### config.mk
export PLATFORM = sky130hd
export DESIGN_NAME = smw_static_mem_ctrl
export DESIGN_NICKNAME = d
export VERILOG_FILES = /design/src/smw_pkg.sv /design/src/smw_code_decode.sv /design/src/smw_static_mem_ctrl.sv
export VERILOG_INCLUDE_DIRS = /design/src
export SDC_FILE = /design/constraint.sdc
export NUM_CORES = 1
export LEC_CHECK = 0
export ABC_CLOCK_PERIOD_IN_PS = 12900
export BUFFER_PORTS_ARGS = -buffer_cell sky130_fd_sc_hd__buf_2
export CAP_MARGIN = 20
export CORE_AREA = 2 2 314 316
export DETAILED_ROUTE_END_ITERATION = 7
export DIE_AREA = 0 0 316 318
export PLACE_DENSITY = 0.44
export SLEW_MARGIN = 20
export SYNTH_ARGS = -nofsm -noshare
export SYNTH_HDL_FRONTEND = slang
export SYNTH_HIERARCHICAL = 1
export SYNTH_SLANG_ARGS = --single-unit
### constraint.sdc
create_clock -name i_ref_clk -period 12.9 [get_ports i_ref_clk]
set_clock_uncertainty 0.1 [all_clocks]
set_input_delay 0.645 -clock i_ref_clk [delete_from_list [all_inputs] [get_ports i_ref_clk]]
set_output_delay 0.645 -clock i_ref_clk [all_outputs]
set_load 0.02 [all_outputs]
### src/smw_defs.svh
// Constants for the static memory waveform generator
// Summary of operation
// RULE1 - 32-bit devices ignore address bits 0 and 1; 16-bit devices ignore bit 0.
// RULE2 - Byte-select type leaves write strobes 1-3 unused; byte-write leaves lane selects unused.
// RULE3 - Shared pins carry address, lane selects or byte strobes by width and type.
// RULE4 - Lane selects switch exactly with the address bus; the code drives them high between accesses while the address stays driven.
// RULE5 - Byte write strobes copy the single write strobe timing and protocol.
// RULE6 - Every access starts by driving the width-appropriate address bits.
// RULE7 - Read strobe falls after setup, stays low for pulse, then rises; address held.
// RULE8 - Read chip select has its own setup, pulse and hold counts.
// RULE9 - Read timings are per chip select, in whole master clock cycles.
// RULE10 - Read cycle length is programmed; holds follow from cycle minus setup and pulse.
// RULE11 - Zero setup and hold keep read signals asserted over back-to-back reads.
// RULE12 - Software programs every pulse count at least one.
// RULE13 - A per-chip-select read mode bit picks the capture signal; no comparison.
// RULE14 - Read mode 1 captures data on the edge raising the read strobe.
// RULE15 - Read mode 0 captures data on the edge raising the chip select.
// RULE16 - Write strobe falls after setup, stays low for pulse, rises; hold follows.
// RULE17 - Write chip select uses its own setup, pulse and hold counts.
// RULE18 - Write cycle length is programmed; holds follow from cycle minus setup and pulse.
// RULE19 - Zero setup keeps write signals asserted over back-to-back writes.
// RULE20 - Software gives SRAM-like chip selects a nonzero setup or hold.
// RULE21 - A per-chip-select write mode bit picks strobe or chip select control.
// RULE22 - Write mode 1 drives data from strobe setup end to cycle end.
// RULE23 - Write mode 0 drives data from chip select setup end to cycle end.
// RULE24 - Setup 6 bits, pulse 7, cycle 9; high bits add coarse 128 or 256 multiples.
// RULE25 - Each chip select has its own 8, 16 or 32 bit width.
// RULE26 - Software keeps setup plus pulse within the cycle value.
// RULE27 - Each access loads its chip select settings and counts master clock cycles.
`ifndef SMW_DEFS_SVH
`define SMW_DEFS_SVH
`define SMW_CLK_PERIOD_NS 40
`define SMW_SETUP_W       6
`define SMW_SETUP_LO_W    5
`define SMW_SETUP_MUL_LG  7
`define SMW_PULSE_W       7
`define SMW_PULSE_LO_W    6
`define SMW_PULSE_MUL_LG  8
`define SMW_CYCLE_W       9
`define SMW_CYCLE_LO_W    7
`define SMW_CYCLE_MUL_LG  8
`define SMW_EFF_W         10
`define SMW_ADDR_W        26
`define SMW_DATA_W        32
`define SMW_CS_IDX_W      3
`define SMW_PIN_IDLE      1'h1
`define SMW_ADDR_RST      24'h0
`define SMW_DATA_RST      32'h0
`define SMW_CNT_RST       10'h0
`endif

### src/smw_pkg.sv
// Types shared by the static memory waveform generator
package smw_pkg;
  `include "smw_defs.svh"
  typedef enum logic [1:0] {SMW_W8, SMW_W16, SMW_W32} smw_width_e;
  typedef enum logic {SMW_BYTE_SEL, SMW_BYTE_WR} smw_bat_e;
  typedef enum logic [1:0] {SMW_IDLE, SMW_ACCESS, SMW_GAP} smw_state_e;
  typedef struct packed {
    smw_width_e bus_width_sel;
    smw_bat_e   byte_access_type;
    logic       read_mode;
    logic       write_mode;
  } smw_mode_s;
  typedef struct packed {
    logic [`SMW_SETUP_W-1:0] rd_strobe_setup;
    logic [`SMW_SETUP_W-1:0] cs_read_setup;
    logic [`SMW_SETUP_W-1:0] wr_strobe_setup;
    logic [`SMW_SETUP_W-1:0] cs_write_setup;
    logic [`SMW_PULSE_W-1:0] rd_strobe_pulse;
    logic [`SMW_PULSE_W-1:0] cs_read_pulse;
    logic [`SMW_PULSE_W-1:0] wr_strobe_pulse;
    logic [`SMW_PULSE_W-1:0] cs_write_pulse;
    logic [`SMW_CYCLE_W-1:0] read_cycle_len;
    logic [`SMW_CYCLE_W-1:0] write_cycle_len;
  } smw_timing_s;
  typedef struct packed {
    logic [`SMW_CS_IDX_W-1:0] cs;
    logic                     wr;
    logic [`SMW_ADDR_W-1:0]   addr;
    logic [3:0]               be;
    logic [`SMW_DATA_W-1:0]   wdata;
  } smw_req_s;
  typedef struct packed {
    logic [`SMW_EFF_W-1:0] strobe_setup;
    logic [`SMW_EFF_W-1:0] strobe_end;
    logic [`SMW_EFF_W-1:0] cs_setup;
    logic [`SMW_EFF_W-1:0] cs_end;
    logic [`SMW_EFF_W-1:0] last;
  } smw_phase_s;
endpackage

### src/smw_code_decode.sv
// Timing code to effective cycle count decoder
`timescale 1ns/1ps
module smw_code_decode #(
  parameter int CODE_W = 6,
  parameter int LO_W   = 5,
  parameter int MUL_LG = 7,
  parameter int EFF_W  = 10
) (
  input  wire logic [CODE_W-1:0] i_code,
  output logic      [EFF_W-1:0]  o_eff
);
  // Coarse high bits scale by a power of two, low bits add directly
  assign o_eff = (EFF_W'(i_code[CODE_W-1:LO_W]) << MUL_LG) + EFF_W'(i_code[LO_W-1:0]); // RULE24
endmodule

### src/smw_static_mem_ctrl.sv
// Static memory waveform generator: access sequencer, pin sharing, read capture
`timescale 1ns/1ps
`include "smw_defs.svh"
module smw_static_mem_ctrl #(
  parameter int NUM_CS = 8
) (
  input  wire logic                  i_ref_clk,
  input  wire logic                  i_reset,
  input  wire logic                  i_req_valid,
  input  wire smw_pkg::smw_req_s     i_req,
  output logic                       o_req_ready,
  input  wire smw_pkg::smw_mode_s    i_cs_mode [NUM_CS],
  input  wire smw_pkg::smw_timing_s  i_cs_timing [NUM_CS],
  input  wire logic [31:0]           i_data_in,
  output logic [31:0]                o_data_out,
  output logic                       o_data_oe,
  output logic [25:2]                o_addr_hi,
  output logic [NUM_CS-1:0]          o_chip_sel_n,
  output logic                       o_read_strobe_n,
  output logic                       o_lane0_or_addr0_pin,
  output logic                       o_write_or_byte0_pin,
  output logic                       o_lane1_or_byte1_pin,
  output logic                       o_lane2_byte2_addr1_pin,
  output logic                       o_lane3_or_byte3_pin,
  output logic                       o_rd_valid,
  output logic [31:0]                o_rd_data
);
  import smw_pkg::*;

  smw_state_e  state_q, state_d;
  logic [9:0]  cnt_q, cnt_d;
  smw_req_s    req_q, req_d;
  smw_mode_s   mode_q, mode_d;
  smw_phase_s  ph_q, ph_d;
  smw_phase_s  ph_new;
  smw_req_s    nxt;
  smw_mode_s   sel_mode;
  smw_timing_s sel_tim;
  logic        take;
  logic        last_cyc;
  logic        same_dev;
  logic        start;
  logic        ready_d;
  logic [5:0]  code_ss;
  logic [5:0]  code_cs;
  logic [6:0]  code_sp;
  logic [6:0]  code_cp;
  logic [8:0]  code_cy;
  logic [9:0]  eff_ss;
  logic [9:0]  eff_cs;
  logic [9:0]  eff_sp;
  logic [9:0]  eff_cp;
  logic [9:0]  eff_cy;

  // Request handshake and end-of-cycle detection
  assign take     = i_req_valid && o_req_ready;
  assign last_cyc = (state_q == SMW_ACCESS) && (cnt_q == ph_q.last);
  assign same_dev = (i_req.cs == req_q.cs) && (i_req.wr == req_q.wr);

  // Settings of the chip select about to start, read or write set
  always_comb begin
    nxt      = (state_q == SMW_GAP) ? req_q : i_req;
    sel_mode = i_cs_mode[nxt.cs]; // RULE25
    sel_tim  = i_cs_timing[nxt.cs]; // RULE9
    if (nxt.wr) begin
      code_ss = sel_tim.wr_strobe_setup; // RULE16
      code_cs = sel_tim.cs_write_setup; // RULE17
      code_sp = sel_tim.wr_strobe_pulse;
      code_cp = sel_tim.cs_write_pulse;
      code_cy = sel_tim.write_cycle_len; // RULE18
    end else begin
      code_ss = sel_tim.rd_strobe_setup; // RULE7
      code_cs = sel_tim.cs_read_setup; // RULE8
      code_sp = sel_tim.rd_strobe_pulse;
      code_cp = sel_tim.cs_read_pulse;
      code_cy = sel_tim.read_cycle_len; // RULE10
    end
  end

  // Code decoders, one per timing field in use
  smw_code_decode #(.CODE_W(`SMW_SETUP_W), .LO_W(`SMW_SETUP_LO_W), .MUL_LG(`SMW_SETUP_MUL_LG),
    .EFF_W(`SMW_EFF_W)) u_dec_ss (.i_code(code_ss), .o_eff(eff_ss));
  smw_code_decode #(.CODE_W(`SMW_SETUP_W), .LO_W(`SMW_SETUP_LO_W), .MUL_LG(`SMW_SETUP_MUL_LG),
    .EFF_W(`SMW_EFF_W)) u_dec_cs (.i_code(code_cs), .o_eff(eff_cs));
  smw_code_decode #(.CODE_W(`SMW_PULSE_W), .LO_W(`SMW_PULSE_LO_W), .MUL_LG(`SMW_PULSE_MUL_LG),
    .EFF_W(`SMW_EFF_W)) u_dec_sp (.i_code(code_sp), .o_eff(eff_sp));
  smw_code_decode #(.CODE_W(`SMW_PULSE_W), .LO_W(`SMW_PULSE_LO_W), .MUL_LG(`SMW_PULSE_MUL_LG),
    .EFF_W(`SMW_EFF_W)) u_dec_cp (.i_code(code_cp), .o_eff(eff_cp));
  smw_code_decode #(.CODE_W(`SMW_CYCLE_W), .LO_W(`SMW_CYCLE_LO_W), .MUL_LG(`SMW_CYCLE_MUL_LG),
    .EFF_W(`SMW_EFF_W)) u_dec_cy (.i_code(code_cy), .o_eff(eff_cy));

  // Phase boundaries; hold is implied by the cycle length, never stored
  always_comb begin
    ph_new.strobe_setup = eff_ss;
    ph_new.strobe_end   = eff_ss + eff_sp; // RULE10
    ph_new.cs_setup     = eff_cs;
    ph_new.cs_end       = eff_cs + eff_cp; // RULE18
    // A zero cycle code still yields a one-cycle access rather than a runaway count
    ph_new.last         = (eff_cy == `SMW_CNT_RST) ? `SMW_CNT_RST : eff_cy - 10'h001;
  end

  // Sequencer next state
  always_comb begin
    state_d = state_q;
    cnt_d   = cnt_q;
    req_d   = req_q;
    mode_d  = mode_q;
    ph_d    = ph_q;
    start   = 1'b0;
    case (state_q)
      SMW_IDLE: begin
        if (take) begin
          start = 1'b1;
        end
      end
      SMW_ACCESS: begin
        if (!last_cyc) begin
          cnt_d = cnt_q + 10'h001; // RULE27
        end else if (take && same_dev) begin
          start = 1'b1; // RULE11 RULE19
        end else if (take) begin
          // Other device or direction: one idle cycle keeps drivers apart
          state_d = SMW_GAP;
          req_d   = i_req;
        end else begin
          state_d = SMW_IDLE;
        end
      end
      SMW_GAP: begin
        start = 1'b1;
      end
      default: begin
        state_d = SMW_IDLE;
      end
    endcase
    if (start) begin
      state_d = SMW_ACCESS;
      cnt_d   = `SMW_CNT_RST;
      req_d   = nxt; // RULE6
      mode_d  = sel_mode; // RULE27
      ph_d    = ph_new;
    end
    ready_d = (state_d == SMW_IDLE) || ((state_d == SMW_ACCESS) && (cnt_d == ph_d.last));
  end

  // Sequencer registers
  always_ff @(posedge i_ref_clk or posedge i_reset) begin
    if (i_reset) begin
      state_q     <= SMW_IDLE;
      cnt_q       <= `SMW_CNT_RST;
      req_q       <= '0;
      mode_q      <= '0;
      ph_q        <= '0;
      o_req_ready <= 1'b0;
    end else begin
      state_q     <= state_d;
      cnt_q       <= cnt_d;
      req_q       <= req_d;
      mode_q      <= mode_d;
      ph_q        <= ph_d;
      o_req_ready <= ready_d;
    end
  end

  // Pin values for the next cycle, built from the sequencer's next state
  logic              act_d;
  logic              rd_on_d;
  logic              wr_on_d;
  logic              cs_on_d;
  logic [3:0]        lane_n_d;
  logic [3:0]        bwr_n_d;
  logic [NUM_CS-1:0] csn_d;
  logic              pin0_d;
  logic              pinwe_d;
  logic              pin1_d;
  logic              pin2_d;
  logic              pin3_d;
  logic              oe_d;
  logic              bw_d;

  always_comb begin
    act_d    = (state_d == SMW_ACCESS);
    rd_on_d  = act_d && !req_d.wr && (cnt_d >= ph_d.strobe_setup) && (cnt_d < ph_d.strobe_end); // RULE7
    wr_on_d  = act_d && req_d.wr && (cnt_d >= ph_d.strobe_setup) && (cnt_d < ph_d.strobe_end); // RULE16
    cs_on_d  = act_d && (cnt_d >= ph_d.cs_setup) && (cnt_d < ph_d.cs_end); // RULE8 RULE17
    csn_d    = '1;
    if (cs_on_d) begin
      csn_d[req_d.cs] = 1'b0;
    end
    // Lane selects follow the address for the whole access
    lane_n_d = act_d ? ~req_d.be : 4'hF; // RULE4
    // Each byte strobe is the write strobe gated by its lane
    bwr_n_d  = ~({4{wr_on_d}} & req_d.be); // RULE5
    bw_d     = (mode_d.byte_access_type == SMW_BYTE_WR) && (mode_d.bus_width_sel != SMW_W8);
    case (mode_d.bus_width_sel)
      SMW_W8: begin
        pin0_d = req_d.addr[0]; // RULE3
        pin1_d = `SMW_PIN_IDLE;
        pin2_d = req_d.addr[1];
        pin3_d = `SMW_PIN_IDLE;
      end
      SMW_W16: begin
        pin0_d = bw_d ? `SMW_PIN_IDLE : lane_n_d[0]; // RULE1 RULE2
        pin1_d = bw_d ? bwr_n_d[1] : lane_n_d[1]; // RULE2
        pin2_d = req_d.addr[1]; // RULE3
        pin3_d = `SMW_PIN_IDLE;
      end
      default: begin
        pin0_d = bw_d ? `SMW_PIN_IDLE : lane_n_d[0]; // RULE1 RULE2
        pin1_d = bw_d ? bwr_n_d[1] : lane_n_d[1];
        pin2_d = bw_d ? bwr_n_d[2] : lane_n_d[2]; // RULE3
        pin3_d = bw_d ? bwr_n_d[3] : lane_n_d[3];
      end
    endcase
    pinwe_d = bw_d ? bwr_n_d[0] : !wr_on_d; // RULE5
    // Drivers open at the end of the controlling signal's setup, close at cycle end
    oe_d    = act_d && req_d.wr &&
              (cnt_d >= (mode_d.write_mode ? ph_d.strobe_setup : ph_d.cs_setup)); // RULE21 RULE22 RULE23
  end

  // Pin registers; every external pin leaves straight from a flip-flop
  always_ff @(posedge i_ref_clk or posedge i_reset) begin
    if (i_reset) begin
      o_chip_sel_n            <= '1;
      o_read_strobe_n         <= `SMW_PIN_IDLE;
      o_lane0_or_addr0_pin    <= `SMW_PIN_IDLE;
      o_write_or_byte0_pin    <= `SMW_PIN_IDLE;
      o_lane1_or_byte1_pin    <= `SMW_PIN_IDLE;
      o_lane2_byte2_addr1_pin <= `SMW_PIN_IDLE;
      o_lane3_or_byte3_pin    <= `SMW_PIN_IDLE;
      o_addr_hi               <= `SMW_ADDR_RST;
      o_data_out              <= `SMW_DATA_RST;
      o_data_oe               <= 1'b0;
    end else begin
      o_chip_sel_n            <= csn_d;
      o_read_strobe_n         <= !rd_on_d;
      o_lane0_or_addr0_pin    <= pin0_d;
      o_write_or_byte0_pin    <= pinwe_d;
      o_lane1_or_byte1_pin    <= pin1_d;
      o_lane2_byte2_addr1_pin <= pin2_d;
      o_lane3_or_byte3_pin    <= pin3_d;
      o_addr_hi               <= req_d.addr[25:2]; // RULE6
      o_data_out              <= req_d.wdata;
      o_data_oe               <= oe_d;
    end
  end

  // Read capture on the edge that ends the chosen signal's pulse.
  // The data bus is sampled directly: the strobe timing itself guarantees it is settled.
  logic        cap;
  logic        rd_valid_d;
  logic [31:0] rd_data_d;

  always_comb begin
    cap        = (state_q == SMW_ACCESS) && !req_q.wr &&
                 (cnt_q == ((mode_q.read_mode ? ph_q.strobe_end : ph_q.cs_end) - 10'h001)); // RULE13 RULE14 RULE15
    rd_valid_d = cap;
    rd_data_d  = cap ? i_data_in : o_rd_data;
  end

  always_ff @(posedge i_ref_clk or posedge i_reset) begin
    if (i_reset) begin
      o_rd_valid <= 1'b0;
      o_rd_data  <= `SMW_DATA_RST;
    end else begin
      o_rd_valid <= rd_valid_d;
      o_rd_data  <= rd_data_d;
    end
  end
endmodule

# Word-level counts from Yosys, hierarchy flattened
# Cells that the tools add are included.
[word_totals]
register_bits = 206
input_bits = 701
out_inout_bits = 105
elab_cells = 143
[op_classes]
add_sub_neg = 10
n_lt_le_gt_ge = 8
n_eq_ne = 11
n_mux = 47
n_bitwise = 5
n_reduce_logical = 34
[ops]
columns = ["operator", "n"]
rows = [
  ["$mux W66", 6],
  ["$bmux W70 S3", 1],
  ["$mux W70", 2],
  ["$mux W10", 6],
  ["$mux W50", 1],
  ["$eq A10 B10 Y1", 3],
  ["$ge A10 B10 Y1", 3],
  ["$add A10 B10 Y10", 2],
  ["$add A9 B6 Y10", 2],
  ["$lt A10 B10 Y1", 2],
  ["$sub A10 B1 Y10 const B", 2],
  ["$add A8 B5 Y9", 2],
  ["$logic_and A1 B1 Y1", 18],
  ["$bmux W5 S3", 1],
  ["$mux W5", 3],
  ["$mux W7", 2],
  ["$mux W1", 13],
  ["$mux W6", 2],
  ["$add A10 B1 Y10 const B", 1],
  ["$add A10 B7 Y10", 1],
  ["$logic_not A10 Y1", 1],
  ["$mux W9", 1],
  ["$mux W2", 4],
  ["$mux W8", 1],
  ["22 further kinds", 35],
]

# Depth between registers and ports, before layout
[depth]
depth_word = 18
ltp_mapped = 30
ltp_nobuf = 25

# By module
# Netlist, hierarchy kept.
[modules_own_cells]
columns = ["module", "n_inst", "cells_per_inst", "area_each_um2", "seq_area_each_um2"]
rows = [
  ["smw_static_mem_ctrl", 1, 2045, 15647.5, 4571.9],
  ["smw_code_decode", 5, 11, 78.8, 0.0],
]

# Least setup slack after synthesis
# Ideal clock, no wire load.
[synth_timing]
path_kind = "reg-to-reg"
start = "register state_q[0]"
end = "register o_chip_sel_n[2]"
setup_time_ns = 0.098
t_arrival_ns = 5.376
t_required_ns = 12.702
path_slack_ns = 7.327
stages_incl_launch_ff = 30
n_path_buf = 6
period_less_slack_ns = 5.573
cell_sequence = "dfrtp_1 nor2b_1 buf_2 mux2i_1 buf_2 buf_2 buf_2 clkbuf_1 nand3_1 a311oi_1 a21oi_1 buf_4 ha_1 fa_1 a21oi_1 nor2_1 nor2_1 xnor2_1 nor2_1 nor2_1 inv_1 ha_1 a21o_1 a21oi_1 nor2b_1 o21ai_0 a21oi_1 or4_1 nor3b_2 nand3_1"
[synth_lines]
columns = ["element", "line", "source"]
rows = [
  ["start, declared", "smw_static_mem_ctrl.sv:30", "smw_state_e state_q, state_d;"],
  ["start signal, assigned", "smw_static_mem_ctrl.sv:156", "state_q <= state_d;"],
  ["end signal, assigned", "smw_static_mem_ctrl.sv:235", "o_chip_sel_n <= csn_d;"],
  ["end, declared", "smw_static_mem_ctrl.sv:18", "output logic [NUM_CS-1:0] o_chip_sel_n,"],
]

# Worst setup path in the final report
[layout_timing]
start = "register state_q[0]"
end = "register o_lane2_byte2_addr1_pin"
[layout_via]
elab_chain_cells = 16
word_cells_on_any_way = 49
classes_between = "add/sub: 3; order compare: 2; eq/ne: 4; mux: 26; bitwise: 4; reduce/logical: 10"
[layout_lines]
columns = ["element", "line", "source"]
rows = [
  ["$eq A2 B2 Y1 (*)", "smw_static_mem_ctrl.sv:62", "nxt = (state_q == SMW_GAP) ? req_q : i_req;"],
  ["$mux W66 (*)", "smw_static_mem_ctrl.sv:62", ""],
  ["$not A3 Y4 (not written as such)", "smw_static_mem_ctrl.sv:64", "sel_tim = i_cs_timing[nxt.cs];"],
  ["$bmux W70 S3", "smw_static_mem_ctrl.sv:64", ""],
  ["$mux W70 (not written as such) (2 in a row)", "smw_static_mem_ctrl.sv:64", ""],
  ["$mux W6 (*)", "smw_static_mem_ctrl.sv:65", "if (nxt.wr) begin"],
  ["net code_ss[1]", "smw_static_mem_ctrl.sv:44", "logic [5:0] code_ss;"],
  ["$add A8 B5 Y9 (*)", "smw_code_decode.sv:13", "assign o_eff = (EFF_W'(i_code[CODE_W-1:LO_W]) << MUL_LG) + EFF_W'(i_code[LO_W-1:0]);"],
  ["$add A10 B10 Y10 or $mux W50 (tied branches)", "smw_static_mem_ctrl.sv:95, smw_static_mem_ctrl.sv:136", ""],
  ["$mux W50 (*)", "smw_static_mem_ctrl.sv:136", "if (start) begin"],
  ["$lt A10 B10 Y1 or $logic_and A1 B1 Y1 (tied branches)", "smw_static_mem_ctrl.sv:184", "wr_on_d = act_d && req_d.wr && (cnt_d >= ph_d.strobe_setup) && (cnt_d < ph_d.strobe_end);"],
  ["$logic_and A1 B1 Y1 (*)", "smw_static_mem_ctrl.sv:184", ""],
  ["$and A4 B4 Y4 (*)", "smw_static_mem_ctrl.sv:193", "bwr_n_d = ~({4{wr_on_d}} & req_d.be);"],
  ["$not A4 Y4 (*)", "smw_static_mem_ctrl.sv:193", ""],
  ["$mux W1 (*)", "smw_static_mem_ctrl.sv:211", "pin2_d = bw_d ? bwr_n_d[2] : lane_n_d[2];"],
  ["$mux W1 (*)", "smw_static_mem_ctrl.sv:195", "case (mode_d.bus_width_sel)"],
  ["net pin2_d", "smw_static_mem_ctrl.sv:176", "logic pin2_d;"],
  ["end signal, assigned", "smw_static_mem_ctrl.sv:229", "o_lane2_byte2_addr1_pin <= `SMW_PIN_IDLE;"],
  ["end signal, assigned", "smw_static_mem_ctrl.sv:240", "o_lane2_byte2_addr1_pin <= pin2_d;"],
  ["end, declared", "smw_static_mem_ctrl.sv:23", "output logic o_lane2_byte2_addr1_pin,"],
]
# Mark *: on every way through the listed nets, which the timed path passes. The rest lies on a longest branch. The select of a mux whose other input is x is not followed.
# A chain may end at the register's enable or synchronous reset.

==> results.toml <==
[setup_path]
arrival_ns = 8.01
worst_path_most_repeated_cell = "a21oi_1"
cp_slowest_cell = "nor2b_2"
cp-start-kind = "flip-flop"
crit_type = "flip-flop to flip-flop"
critPathMaxStageDelay_ns = 0.70
crit_path_max_fanout = 161
worst_ep_required_time_ns = 13.22
end_kind = "flip-flop"

[floorplanning]
die_h_um = 318
dieArea_um2 = 100500
die_w_um = 316
num_rows = 115
initial_core_util_pct = 16.47
core_area_um2 = 97410
top_level_ports = 806

[final_layout]
final_cells = 4012
utilization_pct = 21.83
nNetsFinal = 3473
drive_gt1_share_pct = 37.21
syn_to_final_growth_pct = 32.57

[cts]
cts.hold.buffers_added = 0
clock_latency_ns = 0.49
path_clk_slew_ns = 0.08
h-tree-depth = 4
cts_setup_buffers = 0
cts_resized = 0
cts_made_buffers = 17
cts_root_buf = "clkbuf_16"
cts_tree = "done"
cts.path.max_buffers = 2
cts_sinks = 182

[flow_run]
drv_cap = 0

[synth]
ys_types = 71
synth_top_area_cell = "dfrtp_1"
async_flop_share_pct = 100.0
netlist_area_um2 = 16040
ys_warn_count = 6
synth_flop_cell = "dfrtp_1"
seq_area_frac_synth_pct = 28.50
synth-edff-count = 0
synth_seq_cells = 182
syn-mean-instance-area_um2 = 7.639
synth_top_cell_area_share_pct = 26.21
synth.area.top_cells = "dfrtp_1 (26%), nand2_1 (15%), mux2_2 (7.1%), a311oi_1 (6.1%), ha_1 (5.4%)"
syn_inst = 2100

[placement]
dp.final_hpwl_mm = 76.08
io_buffers = 805
dp_worst_setup_slack_ns = 5.303
gp_congestion = 0.9070
dp.cells = 3969

[pwr]
total_power_mw = 3.480
power.leakage_nw = 10.47
ir_drop_v = 0.00009365
powerDensity_nw_per_um2 = 163.6

[timing]
clock.fmax_mhz = 130.0
fin_crit_ns = 7.691
setup_tns_ns = 0
finalHoldViolations = 0
relSlewSlack_pct = 16.89
drv_slew = 0
worst_slew_pin_slew_ns = 1.238
rsz0062_at_grt = "no"
setup_viol = 0
timing.final.ws_setup_ns = 5.209
fin_crit_sh_pct = 59.62

[route]
wl_met1_mm = 35.95
finalWirelength_mm = 91.54
drc = 0
via_per_inst = 4.422
wire_per_inst_um = 22.82
drt_iter0_markers = 1225
ant_nets = 0
wl_met3_mm = 6.558
top_layer = "met5"
route.met2.wl_mm = 46.27
dr.pass1.iters = 5
num_vias = 17740

[global_route]
track_usage_pct = 17.61
grt_first_pass_wirelength_mm = 126.5
grt_max_degree = 162
grt_pass1_vias = 17430
grt_overflow = 0
antenna_found_initial = 74

[min_path]
min_path_type = "input pin to async pin"

[outcome]
outcome = "completed"
state kept, by name, summed over array words and instances, names as in the netlist:
name                     flops
o_rd_valid                   1
o_chip_sel_n                 8
o_lane1_or_byte1_pin         1
o_rd_data                   32
o_addr_hi                   24
req_q                       10
ph_q                        50
o_data_oe                    1
o_lane3_or_byte3_pin         1
o_lane0_or_addr0_pin         1
o_write_or_byte0_pin         1
o_lane2_byte2_addr1_pin      1
cnt_q                       10
state_q                      2
mode_q                       5
o_req_ready                  1
o_data_out                  32
o_read_strobe_n              1
worst max-delay path: cells and delay by family (launching register included):
| kind | cells | cell delay (ns) |
|---|---|---|
| flip-flops | 1 | 0.43 |
| multiplexers | 1 | 0.35 |
| buffers and inverters | 2 | 1.03 |
| adder cells (fa/ha/maj) | 2 | 0.63 |
| XOR/XNOR | 1 | 0.16 |
| AND/OR/NAND/NOR | 7 | 1.64 |
| AO/OA/AOI/OAI | 12 | 2.94 |
cell usage in the layout (no fill, tap or decap), types with 5 or more instances in the layout:
master,instances
o21ai_0,29
o31ai_1,6
xor2_1,19
dfstp_2,14
or2_2,5
nand2_1,631
inv_1,53
o21bai_1,8
a21o_1,15
a31oi_1,42
a21oi_1,64
nor2b_1,5
diode_2,11
conb_1,15
clkbuf_16,17
xnor2_1,48
clkinv_8,6
a211oi_1,12
nand4_1,15
dfrtp_1,168
mux2_2,99
buf_2,805
and3_1,75
ha_1,69
a311oi_1,111
nor4_1,6
nor2_1,68
nand3_1,150
buf_4,22
nand2b_1,8
nor3_1,12
mux2i_1,37
cell usage after synthesis, types with 4 or more instances:
library cell  count
a21o_1           15
nor2b_1           6
xnor2_1          48
buf_6             7
o21bai_1          8
mux2_2          101
inv_1            54
conb_1            5
and3_1           75
a311oi_1        111
nor2_1           68
nand2_1         631
ha_1             69
o21ai_0          29
dfrtp_1         168
xor2_1           19
nor3_1           12
nand3_1         150
o211ai_1          4
o31ai_1           6
or2_2             5
buf_4           109
buf_2            26
nand2b_1          8
nor4_1            6
a211oi_1         12
or3_1             4
a21oi_1          64
nand4_1          15
buf_1            21
and2_0            4
dfstp_2          14
mux4_2            4
o21a_1            4
mux2i_1          41
a31oi_1          42
clkbuf_1         94
final timing paths:
| path | startpoint | end | slack, ns | cells after the start |
|---|---|---|---|---|
| hold reg to reg | o_data_out[11]$_DFFE_PP0P_ | o_data_out[11]$_DFFE_PP0P_ | 0.40 | 1 |
| max in group asynchronous | i_reset | req_q[62]$_DFF_PP0_ | 11.34 | 3 |
| min in group i_ref_clk | i_data_in[6] | o_rd_data[6]$_DFFE_PP0P_ | 0.27 | 2 |
| setup reg to reg | state_q[0]$_DFF_PP0_ | o_lane2_byte2_addr1_pin$_DFF_PP1_ | 5.21 | 25 |
| setup / recovery | state_q[0]$_DFF_PP0_ | o_lane2_byte2_addr1_pin$_DFF_PP1_ | 5.21 | 25 |
| hold / removal | i_reset | o_addr_hi[25]$_DFFE_PP0P_ | 0.08 | 2 |
metrics by stage:
step                      hold slack [ns]  cell area (µm²)
final                             0.07577            21270
after global placement             0.3721            20600
after detailed placement           0.3817            20600
after CTS                         0.04973            21240
after global routing              0.06388            21260
after floorplan                    0.3545            16080
where the power goes:
group | switching (mW) | internal, mW | leakage [nW]
sequential | 0.186 | 0.829 | 2.17
clock | 0.284 | 0.284 | 0.309
combinational | 1.10 | 0.793 | 7.99
per-layer routing:
layer / GRT usage [%] / up-vias
met4: 5.835 / 32
met5: 0 / -
met2: 31.48 / 759
li1: - / 8403
met3: 4.715 / 167
met1: 20.06 / 8381
area by class of cell:
cell class	instances	area (µm²)
tap	1287	1610
antenna	11	27.53
fill	11140	76150
inverter	54	210.2
timing repair buffer	830	4254
clock inverter	15	217.7
clock buffer	17	425.4
sequential	182	4572
multi-input combinational	1616	9950
cell families after synthesis:
group	after synthesis	share of synthesized area, %
AND/OR/NAND/NOR	998	26.96
AO/OA/AOI/OAI	317	14.37
buffers and inverters	312	10.39
flip-flops	182	28.50
multiplexers	148	10.37
adder cells (fa/ha/maj)	71	5.631
XOR/XNOR	67	3.658
other	5	0.1170
No activity file was read; power rests on OpenSTA's default activity.
